[src/eipc_pkg.sv]
// Shared constants and types for the external and pin-change interrupt controller
//
// Contract
// - Vector-select zero puts vectors at program start; one puts them at boot section.
// - Boot-resident vectors plus app-side lock suppress interrupts while running application code.
// - Application vectors plus boot-side lock suppress interrupts while running boot code.
// - Vector-select writes only land within four cycles after the protection signature.
// - Reserved bits of all controller registers always read back as zero.
// - A pin-change pin requests only when its mask bit and group enable are set.
// - A pin whose mask bit is clear never contributes to a pin-change request.
// - Group 3 covers pins 27..24, mask bits 3:0; enabled change raises group-3 request.
// - Group 2 covers pins 23..16, mask at 0x6D; enabled change raises group-2 request.
// - Group 1 covers pins 15..8, mask at 0x6C; enabled change raises group-1 request.
// - Group 0 covers pins 7..0, mask at 0x6B; enabled change raises group-0 request.
// - Group enables in bits 3:0 at 0x68, gated by the global interrupt flag.
// - Sense register at 0x69: pin 1 field in bits 3:2, pin 0 in 1:0.
// - Sense codes: 00 low level, 01 any change, 10 falling, 11 rising edge.
// - Pins are sampled before edge detection; pulses over one clock reliably trigger.
// - External pin requests need their enable bit and the global interrupt flag.
// - Matching pin activity raises a request even when the pin is an output.
// - External flag sets on trigger, clears on service or written one, zero in level mode.
// - Group flag sets on enabled pin change, clears on service or written one.
// - Pin-change and low-level detection need no edge clock; edges need the clock. Here all of them go through clocked sampling.
package eipc_pkg;

  // Register indices; byte address is four times the index
  localparam logic [7:0] IDX_GROUP_ENABLE = 8'h68;
  localparam logic [7:0] IDX_SENSE = 8'h69;
  localparam logic [7:0] IDX_MASK0 = 8'h6b;
  localparam logic [7:0] IDX_MASK1 = 8'h6c;
  localparam logic [7:0] IDX_MASK2 = 8'h6d;
  localparam logic [7:0] IDX_VECTOR_CTRL = 8'h70;
  localparam logic [7:0] IDX_MASK3 = 8'h71;
  localparam logic [7:0] IDX_EXT_ENABLE = 8'h72;
  localparam logic [7:0] IDX_EXT_FLAGS = 8'h73;
  localparam logic [7:0] IDX_GROUP_FLAGS = 8'h74;
  localparam logic [7:0] IDX_CHANGE_PROT = 8'h75;

  // Bus geometry
  localparam int ADDR_W = 10;
  localparam int DATA_W = 32;
  localparam int IDX_LSB = 2;

  // Implemented-bit masks; everything else reads zero
  localparam logic [7:0] MASK_NIBBLE = 8'h0f;
  localparam logic [7:0] MASK_PAIR = 8'h03;
  localparam logic [7:0] MASK_FULL = 8'hff;
  localparam int VSEL_BIT = 1;
  localparam logic [7:0] REG_RESET = 8'h00;

  // Sense field encodings
  localparam logic [1:0] SENSE_LOW = 2'h0;
  localparam logic [1:0] SENSE_ANY = 2'h1;
  localparam logic [1:0] SENSE_FALL = 2'h2;
  localparam logic [1:0] SENSE_RISE = 2'h3;
  localparam int SENSE1_LSB = 2;
  localparam int SENSE0_LSB = 0;

  // Protected-write window, one instruction per clock
  localparam logic [2:0] PROT_WINDOW_CYCLES = 3'h4;

  // Pin-change geometry
  localparam int NUM_PC_PINS = 28;
  localparam int NUM_GROUPS = 4;
  localparam int NUM_EXT = 2;

  // Per-source request vector toward the core
  typedef struct packed {
    logic [3:0] pcg;
    logic [1:0] ext;
  } eipc_irq_t;

endpackage

[src/eipc_sense.sv]
// Sampled edge and level detector for one dedicated external interrupt pin
`timescale 1ns/10ps
`default_nettype none
module eipc_sense
  import eipc_pkg::*;
(
  input wire logic clk_in,
  input wire logic rst_in,
  input wire logic pin_in,
  input wire logic [1:0] mode_in,
  output logic edge_trig_out,
  output logic low_level_out
);

  logic samp_q;
  logic prev_q;
  wire rise_w;
  wire fall_w;

  // Two-stage sample so edges are judged on registered values
  always_ff @(posedge clk_in or posedge rst_in)
  begin
    if (rst_in)
    begin
      samp_q <= 1'b1;
      prev_q <= 1'b1;
    end
    else
    begin
      samp_q <= pin_in;
      prev_q <= samp_q;
    end
  end

  // Trigger select per sense code; low level is reported separately
  assign rise_w = samp_q & ~prev_q;
  assign fall_w = ~samp_q & prev_q;
  assign edge_trig_out = (mode_in == SENSE_ANY) ? (rise_w | fall_w) :
                         (mode_in == SENSE_FALL) ? fall_w :
                         (mode_in == SENSE_RISE) ? rise_w : 1'b0;
  // Level path skips the edge history so it tracks the first sample stage
  assign low_level_out = (mode_in == SENSE_LOW) & ~samp_q;
endmodule
`default_nettype wire

[src/eipc_ctrl.sv]
// External and pin-change interrupt controller with Avalon-MM register slave
`timescale 1ns/10ps
`default_nettype none
module eipc_ctrl #(
  parameter logic [7:0] PROT_SIGNATURE = 8'h5a // Arbitrary unlock value
) (
  input wire logic REF_CLK_IN,
  input wire logic RESET_IN,
  input wire logic [eipc_pkg::ADDR_W-1:0] AVS_ADDRESS_IN,
  input wire logic AVS_READ_IN,
  input wire logic AVS_WRITE_IN,
  input wire logic [eipc_pkg::DATA_W-1:0] AVS_WRITEDATA_IN,
  input wire logic [3:0] AVS_BYTEENABLE_IN,
  output logic [eipc_pkg::DATA_W-1:0] AVS_READDATA_OUT,
  output logic AVS_WAITREQUEST_OUT,
  input wire logic [eipc_pkg::NUM_EXT-1:0] EXT_PIN_IN,
  input wire logic [eipc_pkg::NUM_PC_PINS-1:0] PIN_CHANGE_IN,
  input wire logic GLOBAL_IRQ_ENABLE_IN,
  input wire logic APP_SIDE_BOOT_LOCK_IN,
  input wire logic BOOT_SIDE_BOOT_LOCK_IN,
  input wire logic EXEC_FROM_BOOT_IN,
  input wire eipc_pkg::eipc_irq_t IRQ_SERVICED_IN,
  output eipc_pkg::eipc_irq_t IRQ_PENDING_OUT,
  output logic VECTOR_BASE_SELECT_OUT
);
  import eipc_pkg::*;

  // Index match on a word-aligned byte address
  function automatic logic idx_hit(input logic [ADDR_W-1:0] addr, input logic [7:0] idx);
    idx_hit = (addr[ADDR_W-1:IDX_LSB] == idx);
  endfunction

  // Any masked change inside one group of pins
  // Padded to whole groups so the top group never selects past the last pin
  function automatic logic group_any(input logic [NUM_PC_PINS-1:0] chg, input int grp);
    logic [NUM_GROUPS*8-1:0] padded;
    logic [7:0] slice;
    padded = '0;
    padded[NUM_PC_PINS-1:0] = chg;
    slice = padded[grp*8 +: 8];
    if (grp == NUM_GROUPS - 1)
      slice = slice & MASK_NIBBLE;
    group_any = |slice;
  endfunction

  // Register state
  logic wait_q;
  logic [DATA_W-1:0] rdata_q;
  logic vsel_q;
  logic [2:0] win_cnt_q;
  logic [3:0] sense_q;
  logic [3:0] grp_en_q;
  logic [7:0] mask0_q;
  logic [7:0] mask1_q;
  logic [7:0] mask2_q;
  logic [3:0] mask3_q;
  logic [1:0] ext_en_q;
  logic [1:0] eif_q;
  logic [1:0] eif_d;
  logic [3:0] pcif_q;
  logic [3:0] pcif_d;
  logic [NUM_PC_PINS-1:0] pc_samp_q;
  logic [NUM_PC_PINS-1:0] pc_prev_q;
  eipc_irq_t pend_q;
  eipc_irq_t pend_d;

  // Bus decode
  wire req_w = AVS_READ_IN | AVS_WRITE_IN;
  wire take_w = req_w & ~wait_q;
  wire wr_w = take_w & AVS_WRITE_IN & AVS_BYTEENABLE_IN[0];
  wire [7:0] wbyte_w = AVS_WRITEDATA_IN[7:0];
  wire sel_grp_en_w = idx_hit(AVS_ADDRESS_IN, IDX_GROUP_ENABLE);
  wire sel_sense_w = idx_hit(AVS_ADDRESS_IN, IDX_SENSE);
  wire sel_mask0_w = idx_hit(AVS_ADDRESS_IN, IDX_MASK0);
  wire sel_mask1_w = idx_hit(AVS_ADDRESS_IN, IDX_MASK1);
  wire sel_mask2_w = idx_hit(AVS_ADDRESS_IN, IDX_MASK2);
  wire sel_mask3_w = idx_hit(AVS_ADDRESS_IN, IDX_MASK3);
  wire sel_vctrl_w = idx_hit(AVS_ADDRESS_IN, IDX_VECTOR_CTRL);
  wire sel_ext_en_w = idx_hit(AVS_ADDRESS_IN, IDX_EXT_ENABLE);
  wire sel_eif_w = idx_hit(AVS_ADDRESS_IN, IDX_EXT_FLAGS);
  wire sel_pcif_w = idx_hit(AVS_ADDRESS_IN, IDX_GROUP_FLAGS);
  wire sel_prot_w = idx_hit(AVS_ADDRESS_IN, IDX_CHANGE_PROT);

  // Protection window: signature opens it, count runs down each cycle
  wire prot_ok_w = wr_w & sel_prot_w & (wbyte_w == PROT_SIGNATURE);
  wire win_open_w = (win_cnt_q != 3'h0);
  wire vsel_wr_w = wr_w & sel_vctrl_w & win_open_w;

  // Read mux; unimplemented bits and unmapped indices return zero
  wire [7:0] vctrl_rd_w = {6'h00, vsel_q, 1'b0};
  wire [7:0] rd_byte_w =
    sel_grp_en_w ? {4'h0, grp_en_q} :
    sel_sense_w ? {4'h0, sense_q} :
    sel_mask0_w ? mask0_q :
    sel_mask1_w ? mask1_q :
    sel_mask2_w ? mask2_q :
    sel_mask3_w ? {4'h0, mask3_q} :
    sel_vctrl_w ? vctrl_rd_w :
    sel_ext_en_w ? {6'h00, ext_en_q} :
    sel_eif_w ? {6'h00, eif_q} :
    sel_pcif_w ? {4'h0, pcif_q} : 8'h00;

  // External pin detectors, one per dedicated pin
  wire [1:0] ext_trig_w;
  wire [1:0] ext_low_w;
  wire [1:0] ext_level_mode_w;
  assign ext_level_mode_w[0] = (sense_q[SENSE0_LSB +: 2] == SENSE_LOW);
  assign ext_level_mode_w[1] = (sense_q[SENSE1_LSB +: 2] == SENSE_LOW);

  eipc_sense u_sense0 (
    .clk_in(REF_CLK_IN),
    .rst_in(RESET_IN),
    .pin_in(EXT_PIN_IN[0]),
    .mode_in(sense_q[SENSE0_LSB +: 2]),
    .edge_trig_out(ext_trig_w[0]),
    .low_level_out(ext_low_w[0])
  );

  eipc_sense u_sense1 (
    .clk_in(REF_CLK_IN),
    .rst_in(RESET_IN),
    .pin_in(EXT_PIN_IN[1]),
    .mode_in(sense_q[SENSE1_LSB +: 2]),
    .edge_trig_out(ext_trig_w[1]),
    .low_level_out(ext_low_w[1])
  );

  // Pin-change detection: compare sampled pins, then apply per-pin masks
  wire [NUM_PC_PINS-1:0] pc_mask_w = {mask3_q, mask2_q, mask1_q, mask0_q};
  wire [NUM_PC_PINS-1:0] pc_chg_w = (pc_samp_q ^ pc_prev_q) & pc_mask_w;
  wire [3:0] grp_hit_w;
  assign grp_hit_w[0] = group_any(pc_chg_w, 0);
  assign grp_hit_w[1] = group_any(pc_chg_w, 1);
  assign grp_hit_w[2] = group_any(pc_chg_w, 2);
  assign grp_hit_w[3] = group_any(pc_chg_w, 3);

  // Boot-lock suppression depends on where vectors live and where code runs
  wire suppress_w = (vsel_q & APP_SIDE_BOOT_LOCK_IN & ~EXEC_FROM_BOOT_IN) |
                    (~vsel_q & BOOT_SIDE_BOOT_LOCK_IN & EXEC_FROM_BOOT_IN);
  wire core_ok_w = GLOBAL_IRQ_ENABLE_IN & ~suppress_w;

  // Flag next state: set beats clear so a coincident event is kept
  always_comb
  begin
    eif_d = eif_q & ~IRQ_SERVICED_IN.ext;
    if (wr_w && sel_eif_w)
      eif_d = eif_d & ~wbyte_w[1:0];
    eif_d = (eif_d | ext_trig_w) & ~ext_level_mode_w;
    pcif_d = pcif_q & ~IRQ_SERVICED_IN.pcg;
    if (wr_w && sel_pcif_w)
      pcif_d = pcif_d & ~wbyte_w[3:0];
    pcif_d = pcif_d | grp_hit_w;
  end

  // Requests toward the core, gated by enables and the global flag
  always_comb
  begin
    pend_d.pcg = pcif_q & grp_en_q & {4{core_ok_w}};
    pend_d.ext = ((eif_q & ~ext_level_mode_w) | (ext_low_w & ext_level_mode_w))
                 & ext_en_q & {2{core_ok_w}};
  end

  // Avalon handshake: one wait cycle, then answer
  always_ff @(posedge REF_CLK_IN or posedge RESET_IN)
  begin
    if (RESET_IN)
    begin
      wait_q <= 1'b1;
      rdata_q <= '0;
    end
    else
    begin
      wait_q <= ~(req_w & wait_q);
      rdata_q <= (AVS_READ_IN & wait_q) ? {24'h000000, rd_byte_w} : '0;
    end
  end

  // Protection counter
  always_ff @(posedge REF_CLK_IN or posedge RESET_IN)
  begin
    if (RESET_IN)
      win_cnt_q <= 3'h0;
    else if (prot_ok_w)
      win_cnt_q <= PROT_WINDOW_CYCLES;
    else if (win_open_w)
      win_cnt_q <= win_cnt_q - 3'h1;
  end

  // Vector base select, changed only through the protected path
  always_ff @(posedge REF_CLK_IN or posedge RESET_IN)
  begin
    if (RESET_IN)
      vsel_q <= 1'b0;
    else if (vsel_wr_w)
      vsel_q <= wbyte_w[VSEL_BIT];
  end

  // Plain configuration registers, reserved bits never stored
  always_ff @(posedge REF_CLK_IN or posedge RESET_IN)
  begin
    if (RESET_IN)
    begin
      sense_q <= REG_RESET[3:0];
      grp_en_q <= REG_RESET[3:0];
      ext_en_q <= REG_RESET[1:0];
    end
    else if (wr_w)
    begin
      if (sel_sense_w)
        sense_q <= wbyte_w[3:0];
      if (sel_grp_en_w)
        grp_en_q <= wbyte_w[3:0];
      if (sel_ext_en_w)
        ext_en_q <= wbyte_w[1:0];
    end
  end

  // Per-pin mask registers
  always_ff @(posedge REF_CLK_IN or posedge RESET_IN)
  begin
    if (RESET_IN)
    begin
      mask0_q <= REG_RESET;
      mask1_q <= REG_RESET;
      mask2_q <= REG_RESET;
      mask3_q <= REG_RESET[3:0];
    end
    else if (wr_w)
    begin
      if (sel_mask0_w)
        mask0_q <= wbyte_w & MASK_FULL;
      if (sel_mask1_w)
        mask1_q <= wbyte_w & MASK_FULL;
      if (sel_mask2_w)
        mask2_q <= wbyte_w & MASK_FULL;
      if (sel_mask3_w)
        mask3_q <= wbyte_w[3:0];
    end
  end

  // Pin sampling and flags; reset samples zero, so a high pin after reset
  // reads as one change
  always_ff @(posedge REF_CLK_IN or posedge RESET_IN)
  begin
    if (RESET_IN)
    begin
      pc_samp_q <= '0;
      pc_prev_q <= '0;
      eif_q <= 2'h0;
      pcif_q <= 4'h0;
      pend_q <= '0;
    end
    else
    begin
      pc_samp_q <= PIN_CHANGE_IN;
      pc_prev_q <= pc_samp_q;
      eif_q <= eif_d;
      pcif_q <= pcif_d;
      pend_q <= pend_d;
    end
  end

  assign AVS_WAITREQUEST_OUT = wait_q;
  assign AVS_READDATA_OUT = rdata_q;
  assign IRQ_PENDING_OUT = pend_q;
  assign VECTOR_BASE_SELECT_OUT = vsel_q;
endmodule
`default_nettype wire

[config.mk]
export PLATFORM = sky130hd
export DESIGN_NAME = eipc_ctrl
export DESIGN_NICKNAME = d
export VERILOG_FILES = /design/src/eipc_pkg.sv /design/src/eipc_sense.sv /design/src/eipc_ctrl.sv
export SDC_FILE = /design/constraint.sdc
export NUM_CORES = 1
export LEC_CHECK = 0
export ABC_AREA = 1
export BUFFER_PORTS_ARGS = -buffer_cell sky130_fd_sc_hd__buf_2
export CORE_UTILIZATION = 45
export CTS_BUF_LIST = sky130_fd_sc_hd__clkbuf_4 sky130_fd_sc_hd__clkbuf_8
export CTS_CLUSTER_DIAMETER = 40
export DETAILED_ROUTE_END_ITERATION = 12
export PLACE_DENSITY_LB_ADDON = 0.3
export REMOVE_ABC_BUFFERS = 1
export SETUP_SLACK_MARGIN = 0.1
export SYNTH_ARGS = -nofsm -noshare
export SYNTH_HDL_FRONTEND = slang
export SYNTH_SLANG_ARGS = --single-unit
[constraint.sdc]
create_clock -name REF_CLK_IN -period 5.75 [get_ports REF_CLK_IN]
set_clock_uncertainty 0.2 [all_clocks]
set_input_delay 1.725 -clock REF_CLK_IN [delete_from_list [all_inputs] [get_ports REF_CLK_IN]]
set_output_delay 1.725 -clock REF_CLK_IN [all_outputs]
set_load 0.02 [all_outputs]
# Word level (Yosys, flattened, before mapping)
# Index checks and enable logic that the tools add are counted.
totals:
  regBits: 123
  in_bits: 90
  out_inout_bits: 40
  word_cells: 132
op_classes:
  add_sub_neg: 1
  n_eq_ne: 18
  muxes: 21
  bitwise_logic: 54
  n_reduce_logical: 17
ops:
  columns: ["operator", "n"]
  rows:
  - ["8-bit by 7-bit equality test with 1-bit output (second input constant)", 12]
  - ["8-bit 2-to-1 mux", 6]
  - ["28-bit AND", 1]
  - ["28-bit XOR", 1]
  - ["4-bit 2-to-1 mux", 6]
  - ["8-bit OR reduction", 3]
  - ["1-bit AND", 20]
  - ["4-bit AND", 4]
  - ["2-bit AND", 7]
  - ["2-bit AND reduction", 7]
  - ["1-bit inverter", 9]
  - ["2-bit equality test (second input constant)", 4]
  - ["4-bit inverter", 2]
  - ["1-bit 2-to-1 mux", 6]
  - ["3-bit 2-to-1 mux", 2]
  - ["2-bit inverter", 3]
  - ["2-bit by 1-bit equality test with 1-bit output (second input constant)", 2]
  - ["2-bit zero test", 2]
  - ["1-bit OR", 4]
  - ["2-bit OR", 2]
  - ["4-bit OR", 1]
  - ["4-bit OR reduction", 1]
  - ["3-bit nonzero test", 1]
  - ["3-bit by 1-bit subtractor with 3-bit output (second input constant)", 1]
  - ["3 further kinds", 4]

# Longest topological paths before layout
depth:
  depth_word: 12
  mapped_depth: 11
  mapped_depth_nobuf: 11

# Hierarchy
# From an unflattened synthesis, not the netlist that was laid out.
hier_totals:
  cells_unflattened: 534
  hier_area_um2: 5288.8
by_module_without_submodules:
  columns: ["mod", "instances", "cells_each", "area_each_um2", "seq_area_each_um2"]
  rows:
  - ["eipc_ctrl", 1, 504, 5038.6, 2979.1]
  - ["eipc_sense", 2, 15, 125.1, 52.6]

# Worst setup path before layout
# Ideal clock, no wire load.
synth_path:
  path_kind: "in2reg"
  startpoint: "in AVS_ADDRESS_IN[7] in the netlist's numbering"
  endpoint: "reg mask1_q[1]"
  setup_ps: 123
  arrival_time_ps: 2639
  t_required_ps: 5427
  slack_ps: 2788
  cell_stages: 8
  path_buffers: 1
  cell_sequence: "inv_1 > nor2_4 > nand3_4 > nor3_4 > nand2_4 > buf_6 > nand2_1 > o21ai_2"
synth_between:
  elab_chain_cells: 2
synth_lines:
  columns: ["element", "line", "text"]
  rows:
  - ["start, declared", "eipc_ctrl.sv:9", "input wire logic [eipc_pkg::ADDR_W-1:0] AVS_ADDRESS_IN,"]
  - ["8-bit by 7-bit equality test with 1-bit output", "eipc_ctrl.sv:30", "idx_hit = (addr[ADDR_W-1:IDX_LSB] == idx);"]
  - ["2-bit AND reduction (no source line)", null, null]
  - ["end signal, assigned", "eipc_ctrl.sv:233", "mask1_q <= wbyte_w & MASK_FULL;"]
  - ["end, declared", "eipc_ctrl.sv:54", "logic [7:0] mask1_q;"]
# No other way between the ends.
# A chain may end at the register's enable or synchronous reset.

# Worst setup path after layout
layout_path:
  startpoint: "in AVS_ADDRESS_IN[9] in the netlist's numbering"
  endpoint: "reg rdata_q[2] (netlist: AVS_READDATA_OUT[2])"
layout_between:
  elab_chain_cells: 12
  elab_cells_between_ends: 21
  classes_between: "eq/ne: 10; mux: 11"
layout_lines:
  columns: ["element", "line", "text"]
  rows:
  - ["8-bit by 7-bit equality test with 1-bit output", "eipc_ctrl.sv:30", null]
  - ["4-bit 2-to-1 mux", "eipc_ctrl.sv:101", "sel_pcif_w ? {4'h0, pcif_q} : 8'h00;"]
  - ["4-bit 2-to-1 mux", "eipc_ctrl.sv:100", "sel_eif_w ? {6'h00, eif_q} :"]
  - ["4-bit 2-to-1 mux", "eipc_ctrl.sv:99", "sel_ext_en_w ? {6'h00, ext_en_q} :"]
  - ["4-bit 2-to-1 mux", "eipc_ctrl.sv:98", "sel_vctrl_w ? vctrl_rd_w :"]
  - ["4-bit 2-to-1 mux", "eipc_ctrl.sv:97", "sel_mask3_w ? {4'h0, mask3_q} :"]
  - ["8-bit 2-to-1 mux", "eipc_ctrl.sv:96", "sel_mask2_w ? mask2_q :"]
  - ["8-bit 2-to-1 mux", "eipc_ctrl.sv:95", "sel_mask1_w ? mask1_q :"]
  - ["8-bit 2-to-1 mux", "eipc_ctrl.sv:94", "sel_mask0_w ? mask0_q :"]
  - ["8-bit 2-to-1 mux", "eipc_ctrl.sv:93", "sel_sense_w ? {4'h0, sense_q} :"]
  - ["8-bit 2-to-1 mux *", "eipc_ctrl.sv:92", "sel_grp_en_w ? {4'h0, grp_en_q} :"]
  - ["8-bit 2-to-1 mux *", "eipc_ctrl.sv:174", "rdata_q <= (AVS_READ_IN & wait_q) ? {24'h000000, rd_byte_w} : '0;"]
  - ["end signal, assigned", "eipc_ctrl.sv:174", null]
  - ["end, declared", "eipc_ctrl.sv:48", "logic [DATA_W-1:0] rdata_q;"]
# Every way passes the cells marked *; elsewhere a longest branch is shown, timed or not.

==> flow_metrics.py <==
metrics = {
    "cts": {
        "clock_latency_ns": 0.44,
        "ctsLongestPathBuffers": 2,
        "cts.sinks": 123,
        "post-cts-setup-buffers": 0,
        "cts-hold-fix-buffers": 0,
        "cts_tree": "done",
        "clkTransAtPathRegs_ns": 0.07,
        "cts-resized-gates": 0,
        "numCtsBuffers": 17,
        "root_buffer": "clkbuf_8",
        "htree_num_levels": 4,
    },
    "placement": {
        "routabilityCongestion": 0.935,
        "dp_hpwl_um": 7950,
        "dp_slack_ns": 2.08,
        "io_buffers": 76,
        "placed_cell_area_mm2": 0.00567,
    },
    "synth": {
        "syn_inst": 528,
        "synth_seq_area_share_pct": 59.1,
        "synth_edf_count": 0,
        "yosysWarnings": 0,
        "ys.flop_type": "dfrtp_1",
        "syn_area_per_cell_um2": 9.89,
        "netlist_area_mm2": 0.00522,
        "synth_seq_cells": 123,
        "synth_async_sr_flop_share_pct": 100,
        "synth_cell_types": 38,
    },
    "global_routing": {
        "grt_pass1_wl_um": 17400,
        "grt.total_usage_pct": 19.5,
        "antenna_found_initial": 0,
        "overflow": 0,
        "grt_start_max_net_pins": 50,
        "grt_pass1_vias": 3610,
    },
    "final_layout": {
        "mostFrequentLayoutCell": "dfrtp_1",
        "utilization_pct": 55.0,
        "fill_cells": 970,
        "final_cell_mix": "118 x dfrtp_1, 106 x nand2_1, 76 x buf_2",
        "final_nets": 716,
        "area_growth_pct": 16.8,
        "final_area_mm2": 0.00610,
        "layout-drive-gt1-share_pct": 23.9,
        "diodes": 0,
    },
    "sta": {
        "hold_violations": 0,
        "hold_slack_ns": 0.190,
        "setup_viol": 0,
        "worst_slew_pin_slew_ns": 0.742,
        "final.period_utilization_pct": 57.1,
        "post-route-min-period_ns": 3.29,
        "drv_slew": 0,
        "tns_ns": 0,
        "rsz0062_at_grt": "no",
        "fmax_mhz": 304,
        "setup_ws_ns": 2.46,
        "slew_headroom_pct": 50.3,
    },
    "power": {
        "leakage_uw": 0.00299,
        "ir_drop_v": 0.000150,
        "p_per_area_mw_per_mm2": 311,
    },
    "critical_path": {
        "cp-start-kind": "input port",
        "path_class": "input port to flip-flop",
        "rrSetupSlack_ns": 4.06,
        "crit_required_ns": 5.92,
        "cp.arrival_ns": 3.45,
        "cp-end-kind": "flip-flop",
        "crit_end": "AVS_READDATA_OUT[2]$_DFF_PP0_",
        "startpoint": "AVS_ADDRESS_IN[9]",
        "reg2reg_depth": 5,
        "rr_startpoint": "AVS_WAITREQUEST_OUT$_DFF_PP1_",
        "cp_max_fo": 12,
        "r2r_end": "pcif_q[3]$_DFF_PP0_",
    },
    "route": {
        "via_per_inst": 4.96,
        "wl_per_cell_um": 13.8,
        "vias": 3837,
        "drt.antenna.violating_nets": 0,
        "first_pass_iters": 5,
        "drc": 0,
        "drt_wl_total_um": 10700,
        "drt_iter0_markers": 205,
    },
    "worst_hold_path": {
        "worstHoldPathCells": 0,
        "hp-class": "flip-flop to flip-flop",
    },
    "floorplan": {
        "dieArea_mm2": 0.0120,
        "die_y_um": 110,
        "die_w_um": 110,
        "start_util_pct": 47.1,
        "ios": 130,
        "core-area_mm2": 0.0111,
        "rows": 38,
    },
    "outcome": {
        "status": "finished, final reports clean",
    },
    "run": {
        "drv_cap": 0,
    },
}
-- synth_stat cells (2+ instances only) --
library cell	n	share of area (%)
a21oi_1	19	1.8
a31oi_1	3	0.36
a32o_1	2	0.38
buf_2	2	0.19
buf_4	25	3.6
buf_6	2	0.43
dfrtp_1	118	57
dfstp_2	5	2.5
ha_1	6	1.4
inv_1	51	3.7
inv_2	3	0.22
nand2_1	106	7.6
nand2_2	2	0.24
nand2_4	2	0.43
nand3_1	21	2.0
nand3b_1	3	0.43
nand4_1	9	1.1
nor2_1	35	2.5
nor2_4	2	0.43
nor3_1	3	0.29
nor3_4	4	1.2
o211ai_1	12	1.7
o21a_1	2	0.29
o21ai_0	57	5.5
o21ai_2	8	1.3
or2_2	11	1.3
xor2_1	4	0.67
-- metrics by stage --
stage	total power, µW	instances
floorplan	1050	522
global placement	1100	741
detailed placement	1120	741
CTS	1920	773
global route	1990	773
finish	1900	773
-- worst max-delay path: stages --
cell     delay, ns
buf_2         0.10
inv_1         0.09
nand2_1       0.06
nor2_1        0.57
nand2_1       0.21
nor2_1        0.22
nand2_1       0.09
nand2_1       0.08
a21oi_1       0.04
nand3_1       0.10
nand2_1       0.06
a21oi_1       0.11
-- final cells by class --
cell class                      instances  area [µm²]  area share, %
Clock buffer                           19         262           4.29
Clock inverter                         13         166           2.73
Inverter                               54         205           3.37
Multi-Input combinational cell        345        1800           29.5
Sequential cell                       123        3080           50.6
Tap cell                              140         175           2.87
Timing Repair Buffer                   79         403           6.61
-- kinds of logic (layout without fill, tap and decap cells) --
family                     after synthesis  in the layout  share of synthesized area, %
adders and majority gates                6              6                          1.44
other                                    1             24                        0.0718
xor gates and xnor gates                 4              4                         0.671
DFF                                    123            123                          59.1
buffers and inverters                   83            165                          8.10
AOI/OAI and AO/OA                      107            107                          12.1
and+or+nand+nor                        204            204                          18.6
-- routing by layer --
metal / up-vias / track usage (%) / wire length [µm]
met5: - / 0 / 0
met4: 0 / 7.71 / 141
met3: 14 / 4.33 / 575
met2: 124 / 31.7 / 5150
met1: 1814 / 25.6 / 4790
li1: 1885 / - / -
-- worst min path at each step --
stage	from	to
after CTS	u_sense0.samp_q$_DFF_PP1_	u_sense0.prev_q$_DFF_PP1_
after global placement	u_sense0.samp_q$_DFF_PP1_	u_sense0.prev_q$_DFF_PP1_
after floorplan	pc_samp_q[13]$_DFF_PP0_	pc_prev_q[13]$_DFF_PP0_
after detailed placement	pc_samp_q[23]$_DFF_PP0_	pc_prev_q[23]$_DFF_PP0_
after global routing	u_sense0.samp_q$_DFF_PP1_	u_sense0.prev_q$_DFF_PP1_
final	u_sense0.samp_q$_DFF_PP1_	u_sense0.prev_q$_DFF_PP1_
-- where the power goes --
part | switching (µW) | leakage [µW] | internal [µW]
clock network | 348 | 0.000197 | 453
registers | 23.7 | 0.00154 | 908
logic | 108 | 0.00125 | 57.5
-- flip-flops by register name, summed over array words and instances (netlist names), 3 cells and up --
register,flops
mask2_q,8
pcif_q,4
mask1_q,8
sense_q,4
pc_prev_q,28
mask0_q,8
mask3_q,4
win_cnt_q,3
grp_en_q,4
pc_samp_q,28
IRQ_PENDING_OUT,6
AVS_READDATA_OUT,8
(Power assumes the default switching activity.)
